`src/swport_pkg.sv`:
```
// Shared constants and types for the switch port routing block
package swport_pkg;
	localparam int DEST_W = 8; // Destination ID width
	localparam int NPORTS = 16; // Ports on the switch
	localparam int PORT_W = 4; // Port number width
	localparam int NGROUPS = 8; // Multicast key and group entries
	localparam int GRP_W = 3; // Multicast entry index width
	localparam int TT_W = 2; // Transport type field width
	localparam int ACK_W = 5; // Packet acknowledge ID width
	localparam int NACK = 32; // Acknowledge IDs in flight
	localparam logic [3:0] FTYPE_MAINT = 4'h8; // Maintenance format type
	localparam logic [7:0] HOP_LOCAL = 8'h00; // Hop count aimed at this switch
	localparam logic [7:0] HOP_STEP = 8'h01; // Hop count decrement
	localparam logic [15:0] CRC_SEED = 16'hFFFF; // CRC start value
	localparam logic [15:0] CRC_POLY = 16'h1021; // CRC polynomial
	localparam logic [15:0] CNT_STEP = 16'h0001; // Error counter step
	// Register offsets
	localparam logic [7:0] OFS_CTRL = 8'h00;
	localparam logic [7:0] OFS_STATUS = 8'h04;
	localparam logic [7:0] OFS_LUT = 8'h08;
	localparam logic [7:0] OFS_MCAST = 8'h0C;
	localparam logic [7:0] OFS_OUTST = 8'h10;
	// Control register bit positions and value after reset
	localparam int CTRL_SAF = 0;
	localparam int CTRL_MC_FAV = 1;
	localparam int CTRL_MODE4X = 2;
	localparam int CTRL_ODD_PD = 3;
	localparam logic [3:0] CTRL_RESET = 4'h0;
	// Lookup table write fields
	localparam int LUT_PORT_LSB = 0;
	localparam int LUT_IDX_LSB = 8;
	// Multicast entry write fields
	localparam int MC_MASK_LSB = 0;
	localparam int MC_DEST_LSB = 16;
	localparam int MC_TT_LSB = 24;
	localparam int MC_VALID_BIT = 26;
	localparam int MC_IDX_LSB = 27;
	// Lane enables for a pair: lane A is bit 0 up to lane D at bit 3
	localparam logic [3:0] LANES_ALL = 4'hF;
	localparam logic [3:0] LANE_A = 4'h1;
	localparam logic [3:0] LANE_B = 4'h2;
	localparam logic [3:0] LANES_NONE = 4'h0;
	// Control symbol kinds as decoded by the receiver
	typedef enum logic [1:0] {
		CS_ACCEPT = 2'h0,
		CS_NOT_ACCEPT = 2'h1,
		CS_LINK = 2'h2,
		CS_OTHER = 2'h3
	} cs_kind_t;
endpackage : swport_pkg

```
`src/route_if.sv`:
```
// Lookup request and table programming signals between core and table
interface route_if;
	import swport_pkg::*;
	logic req; // Lookup request, one cycle
	logic [DEST_W-1:0] dest; // Destination ID to look up
	logic [TT_W-1:0] tt; // Transport type of the packet
	logic rsp; // Lookup answer, one cycle after req
	logic [PORT_W-1:0] port; // Unicast egress port
	logic mcast; // Multicast key matched
	logic [NPORTS-1:0] mask; // Multicast group mask
	logic lut_we; // Lookup table write
	logic [DEST_W-1:0] lut_idx;
	logic [PORT_W-1:0] lut_port;
	logic mc_we; // Multicast entry write
	logic [GRP_W-1:0] mc_idx;
	logic mc_valid;
	logic [TT_W-1:0] mc_tt;
	logic [DEST_W-1:0] mc_dest;
	logic [NPORTS-1:0] mc_mask;
	modport core (output req, dest, tt, lut_we, lut_idx, lut_port, mc_we,
		mc_idx, mc_valid, mc_tt, mc_dest, mc_mask,
		input rsp, port, mcast, mask);
	modport tbl (input req, dest, tt, lut_we, lut_idx, lut_port, mc_we,
		mc_idx, mc_valid, mc_tt, mc_dest, mc_mask,
		output rsp, port, mcast, mask);
endinterface : route_if

```
`src/swport_route.sv`:
```
// Per-port packet routing, acknowledge tracking and lane pairing
// Contract
// - Route checked packets by destination ID lookup
// - Drop bad-CRC packets, request retransmit
// - Forward received CRC unchanged
// - Hold sent packets until accepted symbol
// - Hop zero maintenance goes to registers
// - Nonzero hop: decrement, recompute CRC, forward
// - Only maintenance packets are ever altered
// - Bad control symbols: discard, send not-accepted
// - Destination and type match selects multicast
// - Eight multicast keys, each own port mask
// - Never copy back to arrival port
// - Copies go to all ports at once
// - Configurable multicast versus unicast egress arbitration
// - Sixteen ports form eight even/odd pairs
// - Even port four-lane or single, odd single
// - Four-lane even owns A-D, odd off-PHY
// - Single-lane even uses A, odd B
// - Order by priority and port congestion
// - Cut-through or store-and-forward, no head blocking; here a packet whose class slot is full waits in ST_PLACE, stalling intake
module swport_route #(
	parameter logic [swport_pkg::PORT_W-1:0] PORT_ID = 4'h0 // This port
) (
	input wire logic CLOCK,
	input wire logic RESET,
	input wire logic [7:0] REG_ADDR,
	input wire logic [31:0] REG_WDATA,
	input wire logic REG_WR,
	input wire logic REG_RD,
	output logic [31:0] REG_RDATA,
	input wire logic RX_VALID,
	input wire logic [swport_pkg::DEST_W-1:0] RX_DEST,
	input wire logic [swport_pkg::TT_W-1:0] RX_TT,
	input wire logic [3:0] RX_FTYPE,
	input wire logic [1:0] RX_PRIO,
	input wire logic [7:0] RX_HOP,
	input wire logic [15:0] RX_CRC,
	input wire logic RX_CRC_OK,
	input wire logic RX_STORED,
	output logic RX_READY,
	input wire logic CS_VALID,
	input wire logic CS_CRC_OK,
	input wire logic CS_FIELDS_OK,
	input wire swport_pkg::cs_kind_t CS_KIND,
	input wire logic [swport_pkg::ACK_W-1:0] CS_ACKID,
	output logic PNA_SEND,
	output logic LINK_MAINT,
	output logic TX_RESEND,
	input wire logic TX_SENT,
	input wire logic [swport_pkg::ACK_W-1:0] TX_ACKID,
	output logic [swport_pkg::NACK-1:0] TX_OUTSTANDING,
	output logic MREQ_VALID,
	input wire logic MDONE,
	output logic MRESP_VALID,
	input wire logic FAB_UC_READY,
	input wire logic FAB_MC_READY,
	input wire logic [swport_pkg::NPORTS-1:0] CONGEST,
	output logic FAB_VALID,
	output logic FAB_MCAST,
	output logic [swport_pkg::NPORTS-1:0] FAB_MASK,
	output logic [1:0] FAB_PRIO,
	output logic [3:0] FAB_FTYPE,
	output logic [7:0] FAB_HOP,
	output logic [15:0] FAB_CRC,
	output logic [3:0] EVEN_LANE_EN,
	output logic [3:0] ODD_LANE_EN,
	output logic ODD_POWERED
);
	import swport_pkg::*;

	// One packet held for the fabric
	typedef struct packed {
		logic valid;
		logic mcast;
		logic [NPORTS-1:0] mask;
		logic [1:0] prio;
		logic [3:0] ftype;
		logic [7:0] hop;
		logic [15:0] crc;
	} slot_t;

	typedef enum {ST_IDLE, ST_LOOKUP, ST_PLACE, ST_MAINT} state_t;

	// All state of the port
	typedef struct packed {
		state_t st;
		logic [3:0] ctrl; // Store-and-forward, favour, 4x, odd down
		slot_t pend; // Packet under routing
		logic stored; // Payload fully buffered
		logic [DEST_W-1:0] dest;
		logic [TT_W-1:0] tt;
		slot_t uc; // Unicast slot toward the fabric
		slot_t mc; // Multicast slot toward the fabric
		logic [NACK-1:0] outst; // Sent, not yet accepted
		logic [15:0] crc_drops;
		logic [15:0] cs_drops;
		logic rx_ready;
		logic pna;
		logic link_maint;
		logic resend;
		logic mreq;
		logic mresp;
		slot_t fab; // Issued packet, valid one cycle
		logic [31:0] rdata;
		logic [3:0] even_lanes;
		logic [3:0] odd_lanes;
		logic odd_on;
	} port_t;

	port_t s_q; // Registered state
	port_t s_d; // Next state
	route_if rif (); // Link to the lookup tables
	logic rx_take; // Packet accepted this cycle
	logic cs_bad; // Control symbol fails a check
	logic uc_go; // Unicast slot may issue
	logic mc_go; // Multicast slot may issue
	logic pick_mc; // Arbiter chooses multicast
	logic mode4x; // Effective four-lane mode of the pair

	// Header CRC, recomputed only for forwarded maintenance packets
	function automatic logic [15:0] crc16(input logic [23:0] data);
		logic [15:0] c;
		c = CRC_SEED;
		for (int i = 23; i >= 0; i--) begin
			c = (c[15] ^ data[i]) ? ({c[14:0], 1'b0} ^ CRC_POLY)
				: {c[14:0], 1'b0};
		end
		return c;
	endfunction : crc16

	route_table u_table (
		.clk (CLOCK),
		.rst (RESET),
		.rif (rif.tbl)
	);

	// Table programming goes straight from the register port
	assign rif.lut_we = REG_WR && REG_ADDR == OFS_LUT;
	assign rif.lut_idx = REG_WDATA[LUT_IDX_LSB +: DEST_W];
	assign rif.lut_port = REG_WDATA[LUT_PORT_LSB +: PORT_W];
	assign rif.mc_we = REG_WR && REG_ADDR == OFS_MCAST;
	assign rif.mc_idx = REG_WDATA[MC_IDX_LSB +: GRP_W];
	assign rif.mc_valid = REG_WDATA[MC_VALID_BIT];
	assign rif.mc_tt = REG_WDATA[MC_TT_LSB +: TT_W];
	assign rif.mc_dest = REG_WDATA[MC_DEST_LSB +: DEST_W];
	assign rif.mc_mask = REG_WDATA[MC_MASK_LSB +: NPORTS];
	// Lookup request in the cycle after the packet is taken
	assign rif.req = s_q.st == ST_LOOKUP;
	assign rif.dest = s_q.dest;
	assign rif.tt = s_q.tt;

	assign rx_take = RX_VALID && s_q.rx_ready;
	assign cs_bad = CS_VALID && !(CS_CRC_OK && CS_FIELDS_OK);
	// An odd port can never run four lanes
	assign mode4x = s_q.ctrl[CTRL_MODE4X] && !PORT_ID[0];
	// Unicast waits on a congested target; multicast has its own path
	assign uc_go = s_q.uc.valid && FAB_UC_READY
		&& !(|(s_q.uc.mask & CONGEST));
	assign mc_go = s_q.mc.valid && FAB_MC_READY;
	// Higher priority first, the favour bit breaks a tie
	always_comb begin
		pick_mc = 1'b0;
		if (mc_go && !uc_go) begin
			pick_mc = 1'b1;
		end else if (mc_go && uc_go) begin
			if (s_q.mc.prio != s_q.uc.prio) begin
				pick_mc = s_q.mc.prio > s_q.uc.prio;
			end else begin
				pick_mc = s_q.ctrl[CTRL_MC_FAV];
			end
		end
	end

	// Next-state logic for the whole port
	always_comb begin
		s_d = s_q;
		s_d.pna = 1'b0;
		s_d.link_maint = 1'b0;
		s_d.resend = 1'b0;
		s_d.mreq = 1'b0;
		s_d.mresp = 1'b0;
		s_d.fab.valid = 1'b0;
		s_d.rdata = '0;
		s_d.stored = s_q.stored || RX_STORED;

		// Register writes and reads
		if (REG_WR && REG_ADDR == OFS_CTRL) begin
			s_d.ctrl = REG_WDATA[3:0];
		end
		if (REG_RD) begin
			case (REG_ADDR)
				OFS_CTRL: s_d.rdata = {28'h0000000, s_q.ctrl};
				OFS_STATUS: s_d.rdata = {s_q.cs_drops, s_q.crc_drops};
				OFS_OUTST: s_d.rdata = s_q.outst;
				default: s_d.rdata = '0; // Unmapped reads as zero
			endcase
		end

		// Packet intake and routing
		case (s_q.st)
			ST_IDLE: begin
				if (rx_take) begin
					s_d.rx_ready = 1'b0;
					if (!RX_CRC_OK) begin
						// Bad packet never enters the switch
						s_d.pna = 1'b1;
						s_d.crc_drops = s_q.crc_drops + CNT_STEP;
						s_d.st = ST_IDLE;
						s_d.rx_ready = 1'b1;
					end else begin
						s_d.pend.prio = RX_PRIO;
						s_d.pend.ftype = RX_FTYPE;
						s_d.pend.hop = RX_HOP;
						s_d.pend.crc = RX_CRC;
						s_d.dest = RX_DEST;
						s_d.tt = RX_TT;
						s_d.stored = RX_STORED;
						if (RX_FTYPE == FTYPE_MAINT && RX_HOP == HOP_LOCAL) begin
							s_d.mreq = 1'b1;
							s_d.st = ST_MAINT;
						end else begin
							if (RX_FTYPE == FTYPE_MAINT) begin
								// The one packet kind the switch rewrites
								s_d.pend.hop = RX_HOP - HOP_STEP;
								s_d.pend.crc = crc16({RX_DEST, RX_TT, RX_FTYPE,
									RX_PRIO, RX_HOP - HOP_STEP});
							end
							s_d.st = ST_LOOKUP;
						end
					end
				end
			end
			ST_LOOKUP: begin
				s_d.st = ST_PLACE;
			end
			ST_PLACE: begin
				s_d.pend.mcast = rif.mcast;
				if (rif.mcast) begin
					// Never reflect to the arrival port
					s_d.pend.mask = rif.mask & ~(NPORTS'(1) << PORT_ID);
				end else begin
					s_d.pend.mask = NPORTS'(1) << rif.port;
				end
				s_d.pend.valid = 1'b1;
				// Store-and-forward waits for the whole payload
				if (!s_q.ctrl[CTRL_SAF] || s_q.stored) begin
					// Each class has its own slot; a packet whose slot
					// is still full waits here and holds back both classes
					if (rif.mcast && !s_q.mc.valid) begin
						s_d.mc = s_d.pend;
						s_d.st = ST_IDLE;
						s_d.rx_ready = 1'b1;
					end else if (!rif.mcast && !s_q.uc.valid) begin
						s_d.uc = s_d.pend;
						s_d.st = ST_IDLE;
						s_d.rx_ready = 1'b1;
					end
				end
			end
			ST_MAINT: begin
				// Response is queued on this port once registers answer
				if (MDONE) begin
					s_d.mresp = 1'b1;
					s_d.st = ST_IDLE;
					s_d.rx_ready = 1'b1;
				end
			end
			default: begin
				s_d.st = ST_IDLE;
				s_d.rx_ready = 1'b1;
			end
		endcase

		// Issue to the fabric; a multicast mask leaves in one transfer
		if (pick_mc) begin
			s_d.fab = s_q.mc;
			s_d.mc.valid = 1'b0;
		end else if (uc_go) begin
			s_d.fab = s_q.uc;
			s_d.uc.valid = 1'b0;
		end

		// Control symbols: only checked ones act on the port
		if (cs_bad) begin
			s_d.pna = 1'b1;
			s_d.cs_drops = s_q.cs_drops + CNT_STEP;
		end else if (CS_VALID) begin
			case (CS_KIND)
				CS_ACCEPT: s_d.outst[CS_ACKID] = 1'b0;
				CS_NOT_ACCEPT: s_d.resend = 1'b1;
				CS_LINK: s_d.link_maint = 1'b1;
				default: s_d.link_maint = 1'b0;
			endcase
		end
		// A send in the same cycle as an accept keeps its hold
		if (TX_SENT) begin
			s_d.outst[TX_ACKID] = 1'b1;
		end

		// Lane pairing; odd power only touches the odd side
		if (mode4x) begin
			s_d.even_lanes = LANES_ALL;
			s_d.odd_lanes = LANES_NONE;
		end else begin
			s_d.even_lanes = LANE_A;
			s_d.odd_lanes = s_q.ctrl[CTRL_ODD_PD] ? LANES_NONE
				: LANE_B;
		end
		s_d.odd_on = !s_q.ctrl[CTRL_ODD_PD];
	end

	// State register
	always_ff @(posedge CLOCK) begin
		if (RESET) begin
			s_q <= '0;
			s_q.st <= ST_IDLE;
			s_q.ctrl <= CTRL_RESET;
			s_q.rx_ready <= 1'b1;
			s_q.even_lanes <= LANE_A;
			s_q.odd_lanes <= LANE_B;
			s_q.odd_on <= 1'b1;
		end else begin
			s_q <= s_d;
		end
	end

	// Every output straight from the state register
	assign REG_RDATA = s_q.rdata;
	assign RX_READY = s_q.rx_ready;
	assign PNA_SEND = s_q.pna;
	assign LINK_MAINT = s_q.link_maint;
	assign TX_RESEND = s_q.resend;
	assign TX_OUTSTANDING = s_q.outst;
	assign MREQ_VALID = s_q.mreq;
	assign MRESP_VALID = s_q.mresp;
	assign FAB_VALID = s_q.fab.valid;
	assign FAB_MCAST = s_q.fab.mcast;
	assign FAB_MASK = s_q.fab.mask;
	assign FAB_PRIO = s_q.fab.prio;
	assign FAB_FTYPE = s_q.fab.ftype;
	assign FAB_HOP = s_q.fab.hop;
	assign FAB_CRC = s_q.fab.crc;
	assign EVEN_LANE_EN = s_q.even_lanes;
	assign ODD_LANE_EN = s_q.odd_lanes;
	assign ODD_POWERED = s_q.odd_on;
endmodule : swport_route

```
`src/route_table.sv`:
```
// Unicast lookup table and multicast key table of one ingress port
module route_table (
	input wire logic clk,
	input wire logic rst,
	route_if.tbl rif
);
	import swport_pkg::*;

	// Whole table state; the port, mcast and mask answers hold until the next lookup
	typedef struct packed {
		logic [(1<<DEST_W)-1:0][PORT_W-1:0] lut;
		logic [NGROUPS-1:0] mc_valid;
		logic [NGROUPS-1:0][TT_W-1:0] mc_tt;
		logic [NGROUPS-1:0][DEST_W-1:0] mc_dest;
		logic [NGROUPS-1:0][NPORTS-1:0] mc_mask;
		logic rsp;
		logic [PORT_W-1:0] port;
		logic mcast;
		logic [NPORTS-1:0] mask;
	} tbl_t;

	tbl_t s_q; // Registered table
	tbl_t s_d; // Next table
	logic [NGROUPS-1:0] hit; // Key match per entry

	// Key compare on destination ID and transport type, per entry
	for (genvar g = 0; g < NGROUPS; g++) begin : g_key
		assign hit[g] = s_q.mc_valid[g] && s_q.mc_dest[g] == rif.dest
			&& s_q.mc_tt[g] == rif.tt;
	end

	// Lookup and table writes
	always_comb begin
		s_d = s_q;
		s_d.rsp = rif.req;
		if (rif.req) begin
			s_d.port = s_q.lut[rif.dest];
			s_d.mcast = |hit;
			s_d.mask = '0;
			// Lowest matching entry wins if software keys two alike
			for (int g = NGROUPS - 1; g >= 0; g--) begin
				if (hit[g]) begin
					s_d.mask = s_q.mc_mask[g];
				end
			end
		end
		if (rif.lut_we) begin
			s_d.lut[rif.lut_idx] = rif.lut_port;
		end
		if (rif.mc_we) begin
			s_d.mc_valid[rif.mc_idx] = rif.mc_valid;
			s_d.mc_tt[rif.mc_idx] = rif.mc_tt;
			s_d.mc_dest[rif.mc_idx] = rif.mc_dest;
			s_d.mc_mask[rif.mc_idx] = rif.mc_mask;
		end
	end

	// State register; empty table sends everything to port 0
	always_ff @(posedge clk) begin
		if (rst) begin
			s_q <= '0;
		end else begin
			s_q <= s_d;
		end
	end

	assign rif.rsp = s_q.rsp;
	assign rif.port = s_q.port;
	assign rif.mcast = s_q.mcast;
	assign rif.mask = s_q.mask;
endmodule : route_table

```
`config.mk`:
```
export PLATFORM = sky130hd
export DESIGN_NAME = swport_route
export DESIGN_NICKNAME = d
export VERILOG_FILES = /design/src/swport_pkg.sv /design/src/route_if.sv /design/src/swport_route.sv /design/src/route_table.sv
export SDC_FILE = /design/constraint.sdc
export NUM_CORES = 2
export LEC_CHECK = 0
export BUFFER_PORTS_ARGS = -buffer_cell sky130_fd_sc_hd__buf_2
export CAP_MARGIN = 20
export CORE_MARGIN = 5
export CORE_UTILIZATION = 55
export DETAILED_ROUTE_END_ITERATION = 12
export PLACE_DENSITY = 0.79
export SETUP_SLACK_MARGIN = 0.4
export SLEW_MARGIN = 20
export SYNTH_ARGS = -nofsm -noshare
export SYNTH_HDL_FRONTEND = slang
export SYNTH_SLANG_ARGS = --single-unit
```
`constraint.sdc`:
```
create_clock -name CLOCK -period 8.1 [get_ports CLOCK]
set_input_delay 1.62 -clock CLOCK [delete_from_list [all_inputs] [get_ports CLOCK]]
set_output_delay 1.62 -clock CLOCK [all_outputs]
set_load 0.05 [all_outputs]
```
==> summary.txt <==
Critical path
  • Cell repeated most along the worst path: a2111oi_0
  • Critical path buffer and inverter count: 1
  • Critical path cell sequence: buf_12 -> mux4_2 -> mux2i_1 -> o21ai_0 -> a2111oi_0 -> or3b_1 -> a2111oi_0 -> a221o_1
  • Crit path max fanout: 59
  • Largest delay share family, worst path: compound AO/OA/AOI/OAI gates
  • Setup CP Type: register to register
  • CP arrival: 4.97 ns
  • Startpoint Class: register
  • Crit. End Element: register
  • Critical Path RT: 8.76 ns
  • Max stage delay on crit path: 0.93 ns
  • Critical path's slowest cell: dfxtp_4

Yosys
  • Post-synth EDFFs: 0
  • Synth Register Bits: 1548
  • Post-synth ARST share: 0%
  • Mapped Cells: 7191
  • Warnings, synthesis: 0
  • Syn_area_per_cell: 9.55 um^2
  • Post-Syn Area: 0.0687 mm^2
  • Post-synth cell types: 71
  • Register area share after synthesis: 45.1%
  • Top_reg_cell synth: dfxtp_1

Clock network
  • Buffers inserted by post-CTS timing repair: 0
  • Clk buf depth: 3
  • Worst-skew pair later-pin latency: 0.77 ns
  • Post-cts resize count: 0
  • CTS tree: yes
  • Clock transition at path regs: 0.07 ns
  • Cts-stage hold buffer count: 0
  • CTS Sinks: 1548
  • H-tree Lvls: 4
  • TritonCTS Buffers: 150
  • Root Buffer Master: clkbuf_16

Floorplan
  • Row cnt: 129
  • Die height: 363 um
  • Starting Density: 55.4%
  • Die area: 0.132 mm^2
  • Die Span X: 363 um
  • Core area: 0.124 mm^2
  • Num ports: 249

Pwr
  • Static Leakage: 31.7 nW
  • Clk pwr share: 45.2%
  • P_int: 12.1 mW
  • P_sw: 3.67 mW
  • Sequential power share: 48.9%
  • Sw frac: 23.3%
  • PwrDens: 211 mW/mm^2
  • Peak supply drop: 0.221 mV
  • Total power: 15.7 mW
  • Comb power frac: 5.9%

Global route
  • Initial antenna violation count: 2
  • Routing usage on met3: 4.42%
  • Vias in the first global route: 50.6k
  • First-pass GRT wire length: 284000 um
  • Largest net degree at the start of global routing: 225
  • Most Used Layer, Global Route: met2
  • Total GRT Usage: 26.4%
  • Met2 Resource Use GR: 43.2%
  • GRT Residual Overflow: 0
  • Grt met1 use: 34.8%

Timing
  • RSZ-0062 raised after global routing: no
  • Max-slew violations: 0
  • Hold WS: 0.455 ns
  • Final setup vio count: 0
  • Worst slew pin tran: 1.25 ns
  • Sum Neg Setup Slack: 0 ns
  • Final hold vios: 0
  • Max frequency: 0.232 GHz
  • Post-route minimum period: 4.31 ns
  • Tcrit/Tclk final: 53.2%
  • Clk_skew: 0.0247 ns
  • Slew HR: 16.9%

Final layout
  • Final core utilization: 60.2%
  • Layout cells sized above 1: 12.6%
  • Most common library cell in the layout ignoring fill and taps: dfxtp_1
  • Final std cells w/o fill: 8705
  • Area Overhead vs Synth: 8.68%
  • Most frequent cells in the layout: dfxtp_1 (1542), nor2_1 (1311), mux2i_1 (1148)
  • Layout Nets: 7073

Placement
  • Number of port buffers: 242
  • Final GP Congestion: 0.876
  • Dpl cells: 8427
  • HPWL Detailed: 112000 um

Drt
  • Vias: 52.9k
  • Avg WL per Cell: 20.9 um
  • Antenna Nets Post-Route: 0
  • First DRT Iteration DRCs: 5744
  • Drt drc: 0
  • Vias per inst: 6.08
  • DR pass1 iterations: 8
  • Routed wire length: 182000 um

Job
  • MaxCap Viol Count: 0

Run status
  • Status: complete, no violations

Worst hold path
  • Hold crit path type: register to register
[metrics by stage]
step                      area (um^2)  worst slack [ns]
final                           74700              3.79
after global placement          69500              3.18
after global routing            74700              3.61
after detailed placement        69500              3.14
after CTS                       74600              3.86
after floorplan                 68700              4.32
[flip-flops by register name, summed over array words and instances (netlist names), 2 cells and up]
signal	cells
FAB_CRC	16
FAB_FTYPE	4
FAB_HOP	8
FAB_MASK	16
FAB_PRIO	2
REG_RDATA	32
TX_OUTSTANDING	32
rif.dest	8
rif.tt	2
s_q	164
u_table.rif.mask	15
u_table.rif.port	4
u_table.s_q	1232
[Yosys cell counts (44+ instances only)]
master / number / area, um^2
nand2_1: 728 / 2730
mux2i_1: 1148 / 11500
mux4_2: 251 / 5650
a22oi_1: 53 / 398
buf_2: 49 / 245
nand3_1: 62 / 310
o221ai_1: 44 / 385
dfxtp_1: 1548 / 31000
buf_4: 139 / 1040
o21ai_0: 237 / 1190
xnor2_1: 118 / 1030
clkbuf_1: 489 / 1840
a211oi_1: 106 / 796
nor2_1: 1320 / 4950
a21oi_1: 408 / 2040
[logic make-up (layout without fill, tap and decap cells)]
logic type,count (synthesis),in the layout,share of synthesized area (%)
AND/OR/NAND/NOR,2330,2330,13.8
flip-flops,1548,1548,45.1
multiplexers,1399,1399,25.0
AO/OA/AOI/OAI,987,987,8.55
buffers and inverters,748,621,5.06
XOR/XNOR,172,172,2.41
adder cells (fa/ha/maj),5,5,0.0911
other,2,6,0.0109
[power groups by stage]
stage               Combinational [mW]  Sequential (mW)  Clock [mW]
floorplan                        0.675             7.83           0
global placement                 0.895             7.86           0
detailed placement               0.907             7.86           0
CTS                              0.912             7.69        7.17
global route                     0.981             7.69        7.50
finish                           0.928             7.69        7.11
[area by class of cell]
class	instances	area, um^2
fill	9797	49300
multi-input combinational	4897	34400
sequential	1548	31000
clock buffer	226	4540
timing repair buffer	330	2080
tap	1637	2050
clock inverter	46	504
inverter	19	72.6
antenna	2	5.00
[worst register-to-register path: stages, from the launching register on]
cell and delay, ns:
dfxtp_4 0.93, buf_12 0.49, mux4_2 0.68, mux2i_1 0.36, o21ai_0 0.17, a2111oi_0 0.83
or3b_1 0.22, a2111oi_0 0.21, a221o_1 0.31
[routing by layer]
layer / wire length [um] / part of all wire (%)
met3: 14500 / 8.0
met2: 85000 / 47
met1: 74400 / 41
met4: 7700 / 4.2
met5: 0 / 0
[path summary, 6_finish.rpt]
| check | from | to | slack, ns | depth (start not counted) |
|---|---|---|---|---|
| max | rif.dest[0] | u_table.rif.port[2] | 3.79 | 8 |
| min | s_q[163] | s_q[163] | 0.45 | 2 |
| max reg2reg | rif.dest[0] | u_table.rif.port[2] | 3.79 | 8 |
| min reg2reg | s_q[163] | s_q[163] | 0.45 | 2 |
No activity file was read; power rests on OpenSTA's default activity.
